$ cat config.mk
export PLATFORM = sky130hd
export DESIGN_NAME = fspsc_top
export DESIGN_NICKNAME = d
export VERILOG_FILES = /design/src/verilog/fspsc_pkg.sv /design/src/verilog/fspsc_if.sv /design/src/verilog/fspsc_region.sv /design/src/verilog/fspsc_timer.sv /design/src/verilog/fspsc_top.sv
export SDC_FILE = /design/constraint.sdc
export NUM_CORES = 1
export LEC_CHECK = 0
export BUFFER_PORTS_ARGS = -buffer_cell sky130_fd_sc_hd__buf_2
export CAP_MARGIN = 20
export CORE_MARGIN = 1.5
export CORE_UTILIZATION = 47
export CTS_CLUSTER_SIZE = 40
export DETAILED_ROUTE_END_ITERATION = 10
export PLACE_DENSITY = 0.77
export SLEW_MARGIN = 20
export SYNTH_ARGS = -nofsm -noshare
export SYNTH_HDL_FRONTEND = slang
export SYNTH_HIERARCHICAL = 1
export SYNTH_SLANG_ARGS = --single-unit
$ cat constraint.sdc
create_clock -name core_clk -period 2.5 [get_ports core_clk]
set_input_delay 0.25 -clock core_clk [delete_from_list [all_inputs] [get_ports core_clk]]
set_output_delay 0.25 -clock core_clk [all_outputs]
set_load 0.05 [all_outputs]
$ cat src/verilog/fspsc_pkg.sv
// fspsc_pkg: shared constants for the self-programming section controller
package fspsc_pkg;

  // ----------------------------------------------------------------
  // flash geometry (word addresses)
  // ----------------------------------------------------------------
  localparam int          FLASH_AW     = 16;
  localparam logic [15:0] HALT_START   = 16'hF000;
  localparam logic [15:0] BOOT_WORDS_0 = 16'h1000;
  localparam logic [15:0] BOOT_WORDS_1 = 16'h0800;
  localparam logic [15:0] BOOT_WORDS_2 = 16'h0400;
  localparam logic [15:0] BOOT_WORDS_3 = 16'h0200;

  // ----------------------------------------------------------------
  // register map and field positions
  // ----------------------------------------------------------------
  localparam int         REG_AW        = 8;
  localparam logic [7:0] REG_CTRL      = 8'h00;
  localparam logic [7:0] REG_LOCK      = 8'h04;
  localparam logic [7:0] REG_FUSE      = 8'h08;
  localparam logic [7:0] REG_STAT      = 8'h0C;
  localparam int         CTRL_EN_BIT   = 0;
  localparam int         CTRL_ERS_BIT  = 1;
  localparam int         CTRL_WR_BIT   = 2;
  localparam int         CTRL_LCK_BIT  = 3;
  localparam int         CTRL_CLR_BIT  = 4;
  localparam int         CTRL_BUSY_BIT = 6;
  localparam int         LOCK_APP_LO   = 0;
  localparam int         LOCK_APP_HI   = 1;
  localparam int         LOCK_BOOT_LO  = 2;
  localparam int         LOCK_BOOT_HI  = 3;
  localparam int         STAT_RUN_BIT  = 0;
  localparam int         STAT_STL_BIT  = 1;
  localparam int         STAT_REF_BIT  = 2;
  localparam logic [3:0] LOCK_RESET    = 4'hF;

  // ----------------------------------------------------------------
  // timing
  // ----------------------------------------------------------------
  localparam int unsigned CLK_PERIOD_NS = 20;
  localparam int unsigned OP_TIME_NS    = 4000000;
  localparam int unsigned OP_CYCLES     = OP_TIME_NS / CLK_PERIOD_NS;

endpackage

$ cat src/verilog/fspsc_if.sv
// fspsc_if: carriers between the controller and its helper modules
`timescale 1ns/100ps
`default_nettype none

interface fspsc_region_if;
  logic [15:0] addr;
  logic [1:0]  fuses;
  logic        in_boot;
  logic        in_halt;
  modport dec  (input addr, input fuses, output in_boot, output in_halt);
  modport user (output addr, output fuses, input in_boot, input in_halt);
endinterface

interface fspsc_timer_if;
  logic start;
  logic busy;
  logic done;
  modport tmr  (input start, output busy, output done);
  modport user (output start, input busy, input done);
endinterface

`default_nettype wire

$ cat src/verilog/fspsc_region.sv
// fspsc_region: classifies a flash word address into its sections
`timescale 1ns/100ps
`default_nettype none

module fspsc_region
  import fspsc_pkg::*;
(
  fspsc_region_if.dec rif
);

  logic [15:0] boot_words;
  logic [15:0] boot_start;

  always_comb begin
    case (rif.fuses)
      2'b00:   boot_words = BOOT_WORDS_0;
      2'b01:   boot_words = BOOT_WORDS_1;
      2'b10:   boot_words = BOOT_WORDS_2;
      default: boot_words = BOOT_WORDS_3;
    endcase
    boot_start = 16'h0000 - boot_words;
    // boot loader can never reach below the halting region
    if (boot_start < HALT_START) begin
      boot_start = HALT_START;
    end
    rif.in_boot = (rif.addr >= boot_start);
    rif.in_halt = (rif.addr >= HALT_START);
  end

endmodule

`default_nettype wire

$ cat src/verilog/fspsc_timer.sv
// fspsc_timer: times one page erase or page write
`timescale 1ns/100ps
`default_nettype none

module fspsc_timer
  import fspsc_pkg::*;
#(
  parameter int unsigned CYCLES = OP_CYCLES
)(
  input  wire logic        core_clk,
  input  wire logic        srst,
  fspsc_timer_if.tmr       tif
);

  typedef struct packed {
    logic        busy;
    logic        done;
    logic [31:0] cnt;
  } fspsc_tmr_s;

  fspsc_tmr_s st_reg;
  fspsc_tmr_s st_next;

  always_comb begin
    st_next      = st_reg;
    st_next.done = 1'b0;
    if (st_reg.busy) begin
      if (st_reg.cnt <= 32'h00000001) begin
        st_next.busy = 1'b0;
        st_next.done = 1'b1;
        st_next.cnt  = 32'h00000000;
      end else begin
        st_next.cnt = st_reg.cnt - 32'h00000001;
      end
    end else if (tif.start) begin
      st_next.busy = 1'b1;
      st_next.cnt  = 32'(CYCLES);
    end
  end

  always_ff @(posedge core_clk) begin
    if (srst) begin
      st_reg <= '0;
    end else begin
      st_reg <= st_next;
    end
  end

  assign tif.busy = st_reg.busy;
  assign tif.done = st_reg.done;

endmodule

`default_nettype wire

$ cat src/verilog/fspsc_top.sv
// fspsc_top: self-programming section access controller
//
// The address map and the plain strobed port were decided locally.
`timescale 1ns/100ps
`default_nettype none

module fspsc_top
  import fspsc_pkg::*;
#(
  parameter int unsigned OP_CYC = OP_CYCLES,
  parameter int          AW     = FLASH_AW
)(
  input  wire logic              core_clk,
  input  wire logic              srst,
  // register port
  input  wire logic [REG_AW-1:0] reg_addr,
  input  wire logic [7:0]        reg_wdata,
  input  wire logic              reg_wr,
  input  wire logic              reg_rd,
  output var  logic [7:0]        reg_rdata,
  // fuse pins
  input  wire logic [1:0]        boot_size_fuses,
  // store program request from the core
  input  wire logic              store_program_op,
  input  wire logic [AW-1:0]     store_program_pc,
  input  wire logic [AW-1:0]     store_program_ptr,
  input  wire logic [3:0]        store_program_data,
  // program memory load request from the core
  input  wire logic              load_req,
  input  wire logic [AW-1:0]     load_pc,
  input  wire logic [AW-1:0]     load_addr,
  output var  logic              load_valid,
  output var  logic              load_grant,
  // programming interface and chip erase
  input  wire logic              prog_lock_wr,
  input  wire logic [3:0]        prog_lock_data,
  input  wire logic              chip_erase,
  // flash array and core control
  output var  logic              flash_op_start,
  output var  logic              flash_op_erase,
  output var  logic [AW-1:0]     flash_op_addr,
  output var  logic              cpu_stall,
  output var  logic              concurrent_region_busy_flag,
  output var  logic              op_refused
);

  // ----------------------------------------------------------------
  // state
  // ----------------------------------------------------------------
  typedef enum logic [1:0] {
    FSPSC_IDLE,
    FSPSC_RUN_CONC,
    FSPSC_RUN_HALT
  } fspsc_state_e;

  typedef struct packed {
    fspsc_state_e    st;
    logic            en;
    logic            ers;
    logic            wr;
    logic            lck;
    logic            busy_flag;
    logic            stall;
    logic            refused;
    logic            ref_sticky;
    logic [3:0]      locks;
    logic            start;
    logic            op_erase;
    logic [AW-1:0]   op_addr;
    logic            ld_valid;
    logic            ld_grant;
    logic [7:0]      rdata;
    logic [1:0]      fuse_s1;
    logic [1:0]      fuse_s2;
  } fspsc_top_s;

  fspsc_top_s s_reg;
  fspsc_top_s s_next;

  // ----------------------------------------------------------------
  // section decoders: op origin, op target, load origin, load target
  // ----------------------------------------------------------------
  localparam int NDEC = 4;

  logic [NDEC-1:0][AW-1:0] dec_addr;
  logic [NDEC-1:0]         dec_boot;
  logic [NDEC-1:0]         dec_halt;

  assign dec_addr[0] = store_program_pc;
  assign dec_addr[1] = store_program_ptr;
  assign dec_addr[2] = load_pc;
  assign dec_addr[3] = load_addr;

  genvar gi;
  generate
    for (gi = 0; gi < NDEC; gi++) begin : g_dec
      fspsc_region_if rif ();
      assign rif.addr     = 16'(dec_addr[gi]);
      assign rif.fuses    = s_reg.fuse_s2;
      assign dec_boot[gi] = rif.in_boot;
      assign dec_halt[gi] = rif.in_halt;
      fspsc_region u_region (
        .rif (rif)
      );
    end
  endgenerate

  // ----------------------------------------------------------------
  // operation timer
  // ----------------------------------------------------------------
  fspsc_timer_if tif ();

  assign tif.start = s_reg.start;

  fspsc_timer #(
    .CYCLES (OP_CYC)
  ) u_timer (
    .core_clk (core_clk),
    .srst     (srst),
    .tif      (tif)
  );

  // ----------------------------------------------------------------
  // request decode
  // ----------------------------------------------------------------
  logic from_boot;
  logic tgt_boot;
  logic tgt_halt;
  logic wr_blocked;
  logic page_op;
  logic ctrl_wr;
  logic lock_wr;
  logic stat_wr;
  logic ld_deny;

  always_comb begin
    from_boot = dec_boot[0];
    tgt_boot  = dec_boot[1];
    tgt_halt  = dec_halt[1];
    // low bit of each pair programmed blocks store writes into its section
    if (tgt_boot) begin
      wr_blocked = ~s_reg.locks[LOCK_BOOT_LO];
    end else begin
      wr_blocked = ~s_reg.locks[LOCK_APP_LO];
    end
    page_op = s_reg.ers | s_reg.wr;
    ctrl_wr = reg_wr && (reg_addr == REG_CTRL);
    lock_wr = reg_wr && (reg_addr == REG_LOCK);
    stat_wr = reg_wr && (reg_addr == REG_STAT);
    // high bit of each pair programmed blocks cross-section loads
    ld_deny = 1'b0;
    if (s_reg.busy_flag && !dec_halt[3]) begin
      ld_deny = 1'b1;
    end
    if (dec_boot[2] && !dec_boot[3] && !s_reg.locks[LOCK_APP_HI]) begin
      ld_deny = 1'b1;
    end
    if (!dec_boot[2] && dec_boot[3] && !s_reg.locks[LOCK_BOOT_HI]) begin
      ld_deny = 1'b1;
    end
  end

  // ----------------------------------------------------------------
  // next state
  // ----------------------------------------------------------------
  always_comb begin
    s_next          = s_reg;
    s_next.start    = 1'b0;
    s_next.refused  = 1'b0;
    s_next.ld_valid = load_req;
    s_next.ld_grant = load_req && !ld_deny;
    s_next.rdata    = 8'h00;
    // fuses are pins; two flops before anything looks at them
    s_next.fuse_s1  = boot_size_fuses;
    s_next.fuse_s2  = s_reg.fuse_s1;

    // control writes are ignored while a page operation runs
    if (ctrl_wr && s_reg.st == FSPSC_IDLE) begin
      s_next.en  = reg_wdata[CTRL_EN_BIT];
      s_next.ers = reg_wdata[CTRL_ERS_BIT];
      s_next.wr  = reg_wdata[CTRL_WR_BIT];
      s_next.lck = reg_wdata[CTRL_LCK_BIT];
      // flag itself is read-only; only the clear command touches it
      if (reg_wdata[CTRL_CLR_BIT] && reg_wdata[CTRL_EN_BIT]) begin
        s_next.busy_flag = 1'b0;
        s_next.en        = 1'b0;
      end
    end

    if (stat_wr) begin
      s_next.ref_sticky = 1'b0;
    end

    // lock bits only ever move from one to zero here
    if (lock_wr) begin
      s_next.locks = s_next.locks & reg_wdata[3:0];
    end
    if (prog_lock_wr) begin
      s_next.locks = s_next.locks & prog_lock_data;
    end

    case (s_reg.st)
      FSPSC_IDLE: begin
        if (store_program_op && s_reg.en) begin
          if (!from_boot) begin
            s_next.refused    = 1'b1;
            s_next.ref_sticky = 1'b1;
          end else if (s_reg.lck) begin
            s_next.locks = s_next.locks & store_program_data;
            s_next.en    = 1'b0;
            s_next.lck   = 1'b0;
          end else if (page_op && !wr_blocked) begin
            // any page in the whole flash, boot section included
            s_next.start     = 1'b1;
            s_next.op_erase  = s_reg.ers;
            s_next.op_addr   = store_program_ptr;
            s_next.busy_flag = 1'b1;
            if (tgt_halt) begin
              s_next.st    = FSPSC_RUN_HALT;
              s_next.stall = 1'b1;
            end else begin
              s_next.st    = FSPSC_RUN_CONC;
              s_next.stall = 1'b0;
            end
          end else begin
            s_next.refused    = 1'b1;
            s_next.ref_sticky = 1'b1;
          end
        end else if (store_program_op) begin
          s_next.refused    = 1'b1;
          s_next.ref_sticky = 1'b1;
        end
      end
      FSPSC_RUN_CONC: begin
        // a second request cannot start while the array is busy
        if (store_program_op) begin
          s_next.refused    = 1'b1;
          s_next.ref_sticky = 1'b1;
        end
        if (tif.done) begin
          s_next.st  = FSPSC_IDLE;
          s_next.en  = 1'b0;
          s_next.ers = 1'b0;
          s_next.wr  = 1'b0;
        end
      end
      FSPSC_RUN_HALT: begin
        if (tif.done) begin
          s_next.st    = FSPSC_IDLE;
          s_next.stall = 1'b0;
          s_next.en    = 1'b0;
          s_next.ers   = 1'b0;
          s_next.wr    = 1'b0;
        end
      end
      default: begin
        s_next.st    = FSPSC_IDLE;
        s_next.stall = 1'b0;
      end
    endcase

    // chip erase returns every lock bit to unprogrammed, over any set
    if (chip_erase) begin
      s_next.locks = LOCK_RESET;
    end

    // ----------------------------------------------------------------
    // read data, valid only in the cycle after the strobe
    // ----------------------------------------------------------------
    if (reg_rd) begin
      case (reg_addr)
        REG_CTRL: begin
          s_next.rdata[CTRL_EN_BIT]   = s_reg.en;
          s_next.rdata[CTRL_ERS_BIT]  = s_reg.ers;
          s_next.rdata[CTRL_WR_BIT]   = s_reg.wr;
          s_next.rdata[CTRL_LCK_BIT]  = s_reg.lck;
          s_next.rdata[CTRL_BUSY_BIT] = s_reg.busy_flag;
        end
        REG_LOCK: begin
          s_next.rdata[3:0] = s_reg.locks;
        end
        REG_FUSE: begin
          s_next.rdata[1:0] = s_reg.fuse_s2;
        end
        REG_STAT: begin
          s_next.rdata[STAT_RUN_BIT] = (s_reg.st != FSPSC_IDLE);
          s_next.rdata[STAT_STL_BIT] = s_reg.stall;
          s_next.rdata[STAT_REF_BIT] = s_reg.ref_sticky;
        end
        default: begin
          s_next.rdata = 8'h00;
        end
      endcase
    end
  end

  // ----------------------------------------------------------------
  // state register
  // ----------------------------------------------------------------
  always_ff @(posedge core_clk) begin
    if (srst) begin
      s_reg       <= '0;
      s_reg.st    <= FSPSC_IDLE;
      s_reg.locks <= LOCK_RESET;
    end else begin
      s_reg <= s_next;
    end
  end

  // ----------------------------------------------------------------
  // outputs, all straight from the state register
  // ----------------------------------------------------------------
  assign reg_rdata                   = s_reg.rdata;
  assign load_valid                  = s_reg.ld_valid;
  assign load_grant                  = s_reg.ld_grant;
  assign flash_op_start              = s_reg.start;
  assign flash_op_erase              = s_reg.op_erase;
  assign flash_op_addr               = s_reg.op_addr;
  assign cpu_stall                   = s_reg.stall;
  assign concurrent_region_busy_flag = s_reg.busy_flag;
  assign op_refused                  = s_reg.refused;

endmodule

`default_nettype wire

==> results of run 1 <==
cells by family (layout without fill, tap and decap cells):
family,count (synthesis),count (layout),synth area share [%]
compound gates,89,89,15.5
other cells,5,11,0.431
simple gates,202,202,25.2
flops,77,77,35.4
xor+xnor,11,11,2.21
buf+inv,62,158,8.04
fa+ha+maj,26,26,7.47
mux,25,25,5.77
final cells by class:
type                            count  area, um^2  area share [%]
Clock buffer                       11         131            2.52
Multi-Input combinational cell    364        2530            48.6
Clock inverter                      5        75.1            1.44
Timing Repair Buffer              126         732            14.0
Sequential cell                    77        1550            29.6
Tap cell                          108         135            2.59
Inverter                           16        60.1            1.15
stage by stage:
| step | setup slack [ns] | power, mW | hold slack [ns] | std cells |
|---|---|---|---|---|
| 4_1_cts | -0.0248 | 2.69 | 0.109 | 703 |
| 5_1_grt | -0.0710 | 2.81 | 0.119 | 707 |
| 3_3_place_gp | -0.0157 | 1.67 | 0.431 | 687 |
| 2_1_floorplan | -0.236 | 1.55 | 0.333 | 503 |
| 6_report | -0.0244 | 2.69 | 0.119 | 707 |
| 3_5_place_dp | -0.0475 | 1.69 | 0.431 | 687 |
power breakdown:
part,internal (mW),switching (mW),leakage (nW)
logic,0.195,0.229,1.54
clock network,0.558,0.449,0.107
registers,1.24,0.0117,0.624
total,2.00,0.689,2.27
layout by cell type (no fill, tap or decap), drive strengths merged, types with 11 or more instances in the layout:
master / synthesis / final
a21oi: 12 / 12
mux2i: 24 / 24
nand2: 27 / 27
o21ai: 12 / 12
buf: 35 / 126
nor4: 14 / 14
clkbuf: 11 / 11
inv: 16 / 16
nor3: 28 / 28
nor2: 60 / 60
conb: 5 / 11
ha: 26 / 26
dfxtp: 77 / 77
worst paths after layout:
check | from | to | slack [ns] | depth (start not counted)
worst max-delay path | u_timer/st_reg[11]$_SDFFE_PP0P_ | u_timer/st_reg[29]$_SDFFE_PP0P_ | -0.02 | 5
worst min-delay path | reg_wdata[4] | concurrent_region_busy_flag$_SDFF_PP0_ | 0.12 | 2
worst max register to register | u_timer/st_reg[11]$_SDFFE_PP0P_ | u_timer/st_reg[29]$_SDFFE_PP0P_ | -0.02 | 5
worst min register to register | s_next[1]$_SDFF_PP0_ | g_dec[0].rif.fuses[1]$_SDFF_PP0_ | 0.45 | 1
layer usage:
metal  vias up  GRT usage (%)  part of all wire (%)
met3        12           3.09                   5.3
met5         -              0                     0
met4         0           7.48                   1.3
li1       1965              -                     -
met2       130           36.9                    50
met1      1871           25.5                    43
timing repair:
item,in CTS,in global routing
endpoints found under the setup margin,1,40
resized for setup,3,14
gates cloned,0,1
setup buffers,0,3
pin swaps,3,4
==> summary.txt, run 1 <==
status = finished with violations
failing checks = setup timing
GRT Total Usage = 20.8%
CP Launch Type = flop
#FFs+latches synth = 77
Synth Flop Type = dfxtp_1
post-route minimum period = 2.52 ns
clock-pin slew on the worst setup and hold paths = 0.07 ns
Die ar. = 0.00986 mm^2
Mean Syn Cell Area = 8.77 um^2
register area share after synthesis = 35.4%
Nets = 718
Final Instance Area = 0.00521 mm^2
I/O pin total = 129
H-tree depth = 3
# rows = 34
Mapped Area = 0.00436 mm^2
drt pass-1 iters = 4
die height = 99.3 um
Root Buffer = clkbuf_8
die width = 99.3 um
Mapped Cells = 497
Routability Congestion = 0.851
starting DRC count in detailed routing = 217
number of global-route vias before repair = 3668
CP most frequent cell = or4_4
synthesis-to-finish area growth = 19.6%
Worst Path Max Fanout = 4
Power Density = 515 mW/mm^2
wire per inst = 14.7 um
Remaining DRCs = 0
layout cells sized above 1 = 29.0%
gr ovfl total = 0
Worst Skew = 0.00770 ns
Max Fclk = 396 MHz
max FFs per register = 32
area leader, netlist = dfxtp_1
Final WS setup = -0.0244 ns
# setup viols final = 1
Initial Util = 49.2%
CP Cell Sequence = or4_1 -> or4b_4 -> or4_4 -> or4_4 -> o211ai_2
Commonest cells post-synth = 77 x dfxtp_1, 60 x nor2_1, 28 x nor3_1
Clock Path Buffers = 2
Antenna Cells = 0
Critical Path AT = 2.80 ns
HP Class = primary input to flop
Final TNS setup = -0.0244 ns
vias per cell = 5.63
WP data required = 2.77 ns
Routed WL = 10400 um
Finished Core Util = 58.9%
number of fill cells = 776
fin crit share = 101%
# hold bufs at CTS = 0
Skew-Pair Late Insertion Delay = 0.34 ns
Slew Viols, Final = 0
max_slew headroom = 61.9%
EDFF count, synth = 0
Synth top area share = 35.4%
Max stage delay on crit path = 0.57 ns
worst path bufs/invs = 0
global-route wire length before repair = 16600 um
Area after DPL = 0.00492 mm^2
CTS Buf Count = 9
CTS tree = yes
largest net degree at the start of global routing = 27
RSZ-0062 raised after global routing = yes
endpoints failing hold = 0
Synth async-reset ratio = 0%
cell family with most CP delay = simple AND/OR/NAND/NOR gates
count leader, synth = dfxtp_1
Antenna Violating Nets Remaining = 0
CP max stage cell = or4_1
Worst setup EP type = flop
worst slew pin tran = 0.564 ns
Core Area = 0.00885 mm^2
initial antenna violation count = 0
ranking of synthesized cells by area = dfxtp_1 35%, ha_1 7.5%, mux2i_1 5.5%, nor2_1 5.2%, buf_4 4.3%
CTS sink cnt = 77
critical path type = flop to flop
maximum VDD drop = 304 uV
post-DP HPWL = 7880 um
Synth Warn # = 6
port bufs = 95
Lkg Pwr = 2.27 nW
Via Count = 3978
Yosys cell types = 64
Max-cap violations = 0
(Power assumes the default switching activity.)
==> run 2: changes to the inputs <==
--- a/config.mk
+++ b/config.mk
@@ -12,4 +12,5 @@
 export CTS_CLUSTER_SIZE = 40
 export DETAILED_ROUTE_END_ITERATION = 10
+export GPL_TIMING_DRIVEN = 0
 export PLACE_DENSITY = 0.77
 export SLEW_MARGIN = 20
==> constraint.sdc (replaced) <==
create_clock -name core_clk -period 2.5 [get_ports core_clk]
set_input_delay 0.25 -clock core_clk [delete_from_list [all_inputs] [get_ports core_clk]]
set_output_delay 0.25 -clock core_clk [all_outputs]
set_load 0.02 [all_outputs]
==> run 2 against run 1 <==
Effect of this change: the run still ends with setup timing left; wire length grew 11%; total power up 11%; largest power group is now the clock network; clock power up 26%; critical endpoint is now u_timer/st_reg[27]$_SDFFE_PP0P_.
==> summary.txt, run 2 (synthesis results as in run 1) <==
status = finished with violations (unchanged)
failing checks = setup timing (unchanged)
Max-cap violations = 0 (unchanged)
vias per cell = 5.65 (was 5.63)
starting DRC count in detailed routing = 280 (was 217)
Worst Path Max Fanout = 5 (was 4)
HP Class = primary input to flop (unchanged)
Skew-Pair Late Insertion Delay = 0.36 ns (was 0.34 ns)
CP Launch Type = flop (unchanged)
port bufs = 93 (was 95)
Nets = 751 (was 718)
Core Area = 0.00885 mm^2 (unchanged)
Max Fclk = 385 MHz (was 396 MHz)
global-route wire length before repair = 18100 um (was 16600 um)
Antenna Cells = 0 (unchanged)
critical path type = flop to flop (unchanged)
fin crit share = 104% (was 101%)
wire per inst = 15.6 um (was 14.7 um)
initial antenna violation count = 0 (unchanged)
maximum VDD drop = 373 uV (was 304 uV)
Worst setup EP type = flop (unchanged)
worst slew pin tran = 1.06 ns (was 0.564 ns)
H-tree depth = 3 (unchanged)
synthesis-to-finish area growth = 31.7% (was 19.6%)
Final WS setup = -0.0941 ns (was -0.0244 ns)
most frequent cells in the layout = 96 x buf_2, 69 x dfxtp_1, 58 x nor2_1 (was 95 x buf_2, 74 x dfxtp_1, 59 x nor2_1)
Clock Path Buffers = 2 (unchanged)
Root Buffer = clkbuf_8 (unchanged)
non-filler cells in the finished layout = 740 (was 707)
clock-pin slew on the worst setup and hold paths = 0.09 ns (was 0.07 ns)
die width = 99.3 um (unchanged)
number of global-route vias before repair = 3846 (was 3668)
Power Density = 520 mW/mm^2 (was 515 mW/mm^2)
largest net degree at the start of global routing = 15 (was 27)
RSZ-0062 raised after global routing = yes (unchanged)
Final Instance Area = 0.00574 mm^2 (was 0.00521 mm^2)
layout cells sized above 1 = 35.1% (was 29.0%)
Worst Skew = 0.0130 ns (was 0.00770 ns)
CTS tree = yes (unchanged)
Die ar. = 0.00986 mm^2 (unchanged)
Routability Congestion = 0.922 (was 0.851)
Critical Path AT = 2.83 ns (was 2.80 ns)
Slew Viols, Final = 0 (unchanged)
CTS sink cnt = 77 (unchanged)
endpoints failing hold = 0 (unchanged)
# rows = 34 (unchanged)
max_slew headroom = 29.6% (was 61.9%)
Initial Util = 49.2% (unchanged)
Via Count = 4184 (was 3978)
max FFs per register = 32 (unchanged)
I/O pin total = 129 (unchanged)
hold slack = 0.111 ns (was 0.119 ns)
CTS Buf Count = 9 (unchanged)
worst slack, placed = -0.543 ns (was -0.0475 ns)
placed cells = 704 (was 687)
Lkg Pwr = 2.49 nW (was 2.27 nW)
post-route minimum period = 2.59 ns (was 2.52 ns)
Antenna Violating Nets Remaining = 0 (unchanged)
Routed WL = 11500 um (was 10400 um)
# setup viols final = 12 (was 1)
drt pass-1 iters = 5 (was 4)
gr ovfl total = 0 (unchanged)
Area after DPL = 0.00499 mm^2 (was 0.00492 mm^2)
post-DP HPWL = 8130 um (was 7880 um)
Finished Core Util = 64.8% (was 58.9%)
die height = 99.3 um (unchanged)
WP data required = 2.73 ns (was 2.77 ns)
most common cell after layout, fill and taps aside = buf_2 (unchanged)
GRT Total Usage = 23.0% (was 20.8%)
Remaining DRCs = 0 (unchanged)
run 2: power by group:
part / switching, mW / leakage [nW] / internal, mW
Combinational: 0.257 / 1.73 / 0.205
Clock: 0.496 / 0.134 / 0.771
Sequential: 0.0169 / 0.628 / 1.24
run 2: what timing repair did:
item | in CTS | in global routing
buffers inserted | 11 | 10
hold buffers | 0 | 0
cloned | 3 | 0
resized for setup | 55 | 19
pin swaps | 22 | 13
endpoints found under the setup margin | 51 | 48
run 2: critical path, stage by stage (launching register included):
cell and delay (ns):
dfxtp_2 0.33, or4_4 0.54, or4b_4 0.59, o31ai_4 0.36, buf_6 0.18, buf_12 0.13, o31ai_4 0.06, a22o_1 0.27
run 2: worst paths after layout:
check                                     end  slack [ns]  cells past startpoint                             from
max           u_timer/st_reg[27]$_SDFFE_PP0P_       -0.09                      7  u_timer/st_reg[13]$_SDFFE_PP0P_
min reg2reg  g_dec[0].rif.fuses[1]$_SDFF_PP0_        0.44                      1             s_next[1]$_SDFF_PP0_
max reg2reg   u_timer/st_reg[27]$_SDFFE_PP0P_       -0.09                      7  u_timer/st_reg[13]$_SDFFE_PP0P_
min                      s_next[1]$_SDFF_PP0_        0.11                      2               boot_size_fuses[1]
run 2: cell type report:
type	instances	area, um^2
repair buffers	117	698
inverters	16	60.1
plain buffers	42	294
fillers	717	3110
multi-input cells	364	2720
clock buffers	9	124
flip-flops and latches	77	1560
clock inverters	7	146
well taps	108	135
run 2: layer usage:
| layer | vias to the layer above | global-route usage, % | share of wire (%) |
|---|---|---|---|
| met2 | 165 | 41.2 | 49 |
| met5 | - | 0 | 0 |
| met1 | 1948 | 27.1 | 42 |
| met4 | 0 | 7.91 | 1.8 |
| met3 | 25 | 4.99 | 7.3 |
| li1 | 2046 | - | - |
run 2: per-stage QoR:
step                      setup TNS (ns)  total power, mW
final                             -0.692             2.99
after global routing               -1.23             3.09
after CTS                          -1.06             2.98
after detailed placement          -15.17             1.67
after global placement            -11.32             1.65
after floorplan                    -1.13             1.54
